`src/logic/spo_pkg.sv`:
```
// package for the scaled pulse output block
// shared by the design file and the testbench; no bus, settings arrive as plain inputs
package spo_pkg;
   localparam int unsigned SPO_LEN_W  = 4;
   localparam logic [3:0]  SPO_LEN_MIN = 4'h1;
   localparam logic [3:0]  SPO_LEN_MAX = 4'h9;
   localparam logic [3:0]  SPO_DIGIT_MAX = 4'h9;
   localparam logic [3:0]  SPO_CNT_RST = 4'h0;

   // on-point choice
   typedef enum logic [0:0] {
      SPO_ON_UNITS = 1'b0,
      SPO_ON_TENS  = 1'b1
   } spo_onpt_e;

   typedef enum logic [1:0] {
      SPO_IDLE = 2'b01,
      SPO_HIGH = 2'b10
   } spo_state_e;

   // display update strobe with its two low digits
   typedef struct packed {
      logic       upd;
      logic [3:0] units;
      logic [3:0] tens;
   } spo_disp_s;

   typedef struct packed {
      spo_state_e st;
      logic [3:0] edges;
      logic [3:0] units;
      logic [3:0] tens;
      logic       in_q;
      logic       out;
   } spo_state_s;
endpackage : spo_pkg

```
`src/logic/spo_scaled_pulse.sv`:
```
// scaled pulse output: turns on at display digit change, off after n input edges
// assumes count input and display strobe are synchronous to ref_clk
`timescale 1ns/1ps
// Summary of operation
// - with units on-point the output turns on when an update changes the lowest display digit.
// - with tens on-point the output turns on only when the second digit steps, every ten.
// - once on, the output turns off after the set number (1 to 9) of rising input edges.
// - apart from a manual reset, turn-off is timed only by input rising edges, never by a display change.
// - a manual counter reset turns the output off at once.
module spo_scaled_pulse
   import spo_pkg::*;
(
   // clock and reset
   input  wire logic            ref_clk,
   input  wire logic            rst_n,
   // settings
   input  wire logic            pulse_on_point_select,
   input  wire logic [3:0]      pulse_length_edges,
   // counter side
   input  wire logic            count_in,
   input  wire spo_disp_s       disp,
   input  wire logic            manual_reset,
   // output
   output logic                 scaled_out
);
   // refuse settings that the edge counter cannot serve
   if ($bits(pulse_length_edges) != SPO_LEN_W) begin : g_bad_width
      $error("spo: length port width differs from package");
   end
   if (SPO_LEN_MAX > SPO_DIGIT_MAX) begin : g_bad_max
      $error("spo: length limit above one digit");
   end
   if (SPO_LEN_MIN == SPO_CNT_RST) begin : g_bad_min
      $error("spo: length floor must be above zero");
   end

   // whole block state, one register
   spo_state_s s_r;
   spo_state_s s_nxt;
   logic       rise;
   logic       units_step;
   logic       tens_step;
   logic       fire;
   logic [3:0] len_eff;

   always_comb begin
      rise       = count_in & ~s_r.in_q;
      units_step = disp.upd && (disp.units != s_r.units);
      tens_step  = disp.upd && (disp.tens != s_r.tens);
      if (pulse_on_point_select == SPO_ON_TENS) begin
         fire = tens_step;
      end else begin
         fire = units_step;
      end

      // lengths outside 1..9 are clamped
      if (pulse_length_edges < SPO_LEN_MIN) begin
         len_eff = SPO_LEN_MIN;
      end else if (pulse_length_edges > SPO_LEN_MAX) begin
         len_eff = SPO_LEN_MAX;
      end else begin
         len_eff = pulse_length_edges;
      end

      s_nxt      = s_r;
      s_nxt.in_q = count_in;
      // digits follow every update, also while on
      if (disp.upd) begin
         s_nxt.units = disp.units;
         s_nxt.tens  = disp.tens;
      end

      case (s_r.st)
         SPO_IDLE: begin
            if (fire && !manual_reset) begin
               s_nxt.st    = SPO_HIGH;
               s_nxt.out   = 1'b1;
               s_nxt.edges = SPO_CNT_RST;
            end
         end
         SPO_HIGH: begin
            // display changes are ignored here
            if (rise) begin
               if (s_r.edges + 4'h1 >= len_eff) begin
                  s_nxt.st  = SPO_IDLE;
                  s_nxt.out = 1'b0;
               end else begin
                  s_nxt.edges = s_r.edges + 4'h1;
               end
            end
         end
         default: begin
            s_nxt.st  = SPO_IDLE;
            s_nxt.out = 1'b0;
         end
      endcase

      // manual reset wins over a turn-on in the same cycle
      if (manual_reset) begin
         s_nxt.st    = SPO_IDLE;
         s_nxt.out   = 1'b0;
         s_nxt.edges = SPO_CNT_RST;
      end
   end

   always_ff @(posedge ref_clk or negedge rst_n) begin
      if (!rst_n) begin
         s_r <= '{st: SPO_IDLE, edges: SPO_CNT_RST, units: SPO_CNT_RST,
                  tens: SPO_CNT_RST, in_q: 1'b0, out: 1'b0};
      end else begin
         s_r <= s_nxt;
      end
   end

   // output straight from the state flop
   assign scaled_out = s_r.out;
endmodule : spo_scaled_pulse

```
`config.mk`:
```
export PLATFORM = sky130hd
export DESIGN_NAME = spo_scaled_pulse
export DESIGN_NICKNAME = d
export VERILOG_FILES = /design/src/logic/spo_pkg.sv /design/src/logic/spo_scaled_pulse.sv
export SDC_FILE = /design/constraint.sdc
export NUM_CORES = 1
export LEC_CHECK = 0
export BUFFER_PORTS_ARGS = -buffer_cell sky130_fd_sc_hd__buf_2
export CAP_MARGIN = 10
export CORE_MARGIN = 2
export CORE_UTILIZATION = 30
export DETAILED_ROUTE_END_ITERATION = 8
export REMOVE_ABC_BUFFERS = 1
export SYNTH_ARGS = -nofsm -noshare
export SYNTH_HDL_FRONTEND = slang
export SYNTH_SLANG_ARGS = --single-unit
```
`constraint.sdc`:
```
create_clock -name ref_clk -period 2.6 [get_ports ref_clk]
set_input_delay 0.13 -clock ref_clk [delete_from_list [all_inputs] [get_ports ref_clk]]
set_output_delay 0.13 -clock ref_clk [all_outputs]
set_load 0.02 [all_outputs]
```
==> reports/qor.txt <==
Status: finished clean
Final hold viol count: 0
Total CTS buffers: 3
Most frequent cells in the layout: buf_2, dfrtp_1, mux2_2, xnor2_1
Pre-Repair DR Iteration Count: 3
Share of the synthesized area in the top cell type: 0.403
Final cell count without fillers: 132
RSZ-0062 raised after global routing: false
Die Area: 3350 sq um
Layout cells sized above 1: 0.386
Clk_lat worst skew: 0.28 ns
Placed instance area: 993 sq um
Setup WS pre-CTS: 0.0395 ns
Core region area: 2760 sq um
DR iter-0 viols: 20
Setup CP Type: flip-flop to flip-flop
Max-capacitance violation count: 0
Multiplexer area fraction after synthesis: 0.154
Overall power: 0.626 mW
DRC: 0
Area of the multi-input gates: 477 sq um
Worst Setup Start Kind: flip-flop
Fillers: 287
Slew at the pin with the worst max-slew slack: 0.423 ns
Fin Clk Skew: 0.00290 ns
CTS tree: built
Largest net degree at the start of global routing: 16
Worst-path fanout max: 5
Top cells by area, synth: dfrtp_1, mux2_2, xnor2_1, ha_1, a221oi_4
Synth Area in Compound Gates: 0.0892
Area grow syn2layout: 21.4%
Fin worst setup slack: 0.113 ns
Vias per cell: 4.66
Simple-gate share of the synthesized area: 0.124
Worst hold path class: input pin to flip-flop
Routed vias: 615
Post-DP HPWL: 1170 um
Root Buffer: clkbuf_4
Grt total ovfl: 0
Die W: 57.8 um
Vias in the first global route: 621
Slowest-stage cell, CP: dfrtp_2
Critical Path RT: 2.77 ns
Synth Area in XOR/XNOR: 0.101
CTS clock-pin slew for the worst setup and hold paths: 0.08 ns
Peak Freq: 0.402 GHz
DRT Wirelength: 1480 um
Crit. End Element: flip-flop
Biggest regs: s_r (15)
Pleak: 0.482 nW
Most flop-heavy register: s_r
Mean Syn Cell Area: 11.3 sq um
Clock sinks: 15
Netlist cell types: 27
CP delay by family, top: compound AO/OA/AOI/OAI gates
Final TNS setup: 0 ns
Minimum clock period: 2.49 ns
IO Count: 19
Critical Path AT: 2.66 ns
H-tree depth: 1
Clock Path Buffers: 2
Final setup viols: 0
Ant diodes: 0
Gate Count Post-Synth: 77
CP max stage delay: 0.45 ns
Post-synth EDFFs: 0
Post-route ant nets: 0
Largest family of logic cells by synthesized area: multiplexers
Sequential area share after synthesis: 0.433
First-pass GRT wire length: 2460 um
Slew HR: 0.718
Worst path cell trace: ha_1 -> ha_1 -> o21ai_0 -> a21oi_1 -> o311a_1 -> a221oi_4 -> mux2_2
Largest register FFs: 15
Synth Area in Adders: 0.0719
Fin Hold WS: 0.108 ns
Placed Cells: 125
Power per cell area: 593 nW/um^2
Antenna violations before repair: 0
Die Span Y: 57.8 um
Fin area: 1060 sq um
Site Rows: 19
Net count, final: 125
Max-slew violations: 0
Avg WL per Cell: 11.2 um
Register area: 378 sq um
Register bit total from synthesis: 15
Max VDD drop: 0.427 mV
Final design utilization: 0.383
Yosys Warn Count: 0
Port buffer count: 18
GPL Wtd Cong: 0.743
Worst path bufs/invs: 0
Most common cell on crit path: ha_1
Initial core utilization: 0.315
Post-synth top area cell: dfrtp_1
Fin crit share: 0.957
Mapped Area: 870 sq um
Top FF cell, synth: dfrtp_1
Total track usage: 0.0969
Most common cell after layout, fill and taps aside: buf_2
Asr flop ratio synth: 1.00
-- power breakdown --
group | switching (mW) | leakage [nW] | internal (mW)
registers | 0.0217 | 0.183 | 0.267
logic | 0.0939 | 0.285 | 0.114
clock network | 0.0701 | 0.0150 | 0.0595
-- layout make-up --
cell class	instances	share of cell area
multi-input combinational	56	0.451
sequential	15	0.358
timing repair buffer	21	0.111
tap	31	0.0367
clock buffer	4	0.0249
inverter	5	0.0178
-- synthesized netlist by cell type (2+ instances only) --
cell     count
a21oi_1      2
dfrtp_1     14
ha_1         5
inv_1        5
mux2_2      11
nand2_1      4
nand3_1      2
nor2_1       5
o21ai_0      3
xnor2_1      9
-- metal layers --
layer	GRT usage	up-vias	part of all wire
li1	-	312	-
met1	0.120	280	0.46
met2	0.156	19	0.46
met3	0.0179	4	0.057
met4	0.0598	0	0.020
met5	0	-	0
-- kinds of logic (layout without fill, tap and decap cells) --
family / after synthesis / after routing
compound gates: 9 / 9
fa+ha+maj: 5 / 5
xor+xnor: 10 / 10
buf+inv: 6 / 30
mux: 12 / 12
flops: 15 / 15
simple gates: 20 / 20
-- worst paths after layout --
kind                                     start                   to  slack [ns]  cells after the start
min reg2reg                 s_r[5]$_DFFE_PN0P_   s_r[5]$_DFFE_PN0P_        0.53                      1
min                                    disp[4]   s_r[6]$_DFFE_PN0P_        0.11                      2
max in group asynchronous                rst_n  s_r[14]$_DFFE_PN1P_        2.02                      2
max reg2reg                s_r[10]$_DFFE_PN0P_  s_r[10]$_DFFE_PN0P_        0.11                      7
max                        s_r[10]$_DFFE_PN0P_  s_r[10]$_DFFE_PN0P_        0.11                      7
min in group asynchronous                rst_n   s_r[7]$_DFFE_PN0P_        0.28                      2
-- timing repair --
| item | in CTS | in global routing |
|---|---|---|
| setup buffers | 0 | 1 |
| resized for setup | 0 | 2 |
| setup endpoints to repair | 0 | 3 |
| hold buffers | 2 | 0 |
| endpoints found under the hold margin | 15 | 0 |
No activity file was read; power rests on OpenSTA's default activity.
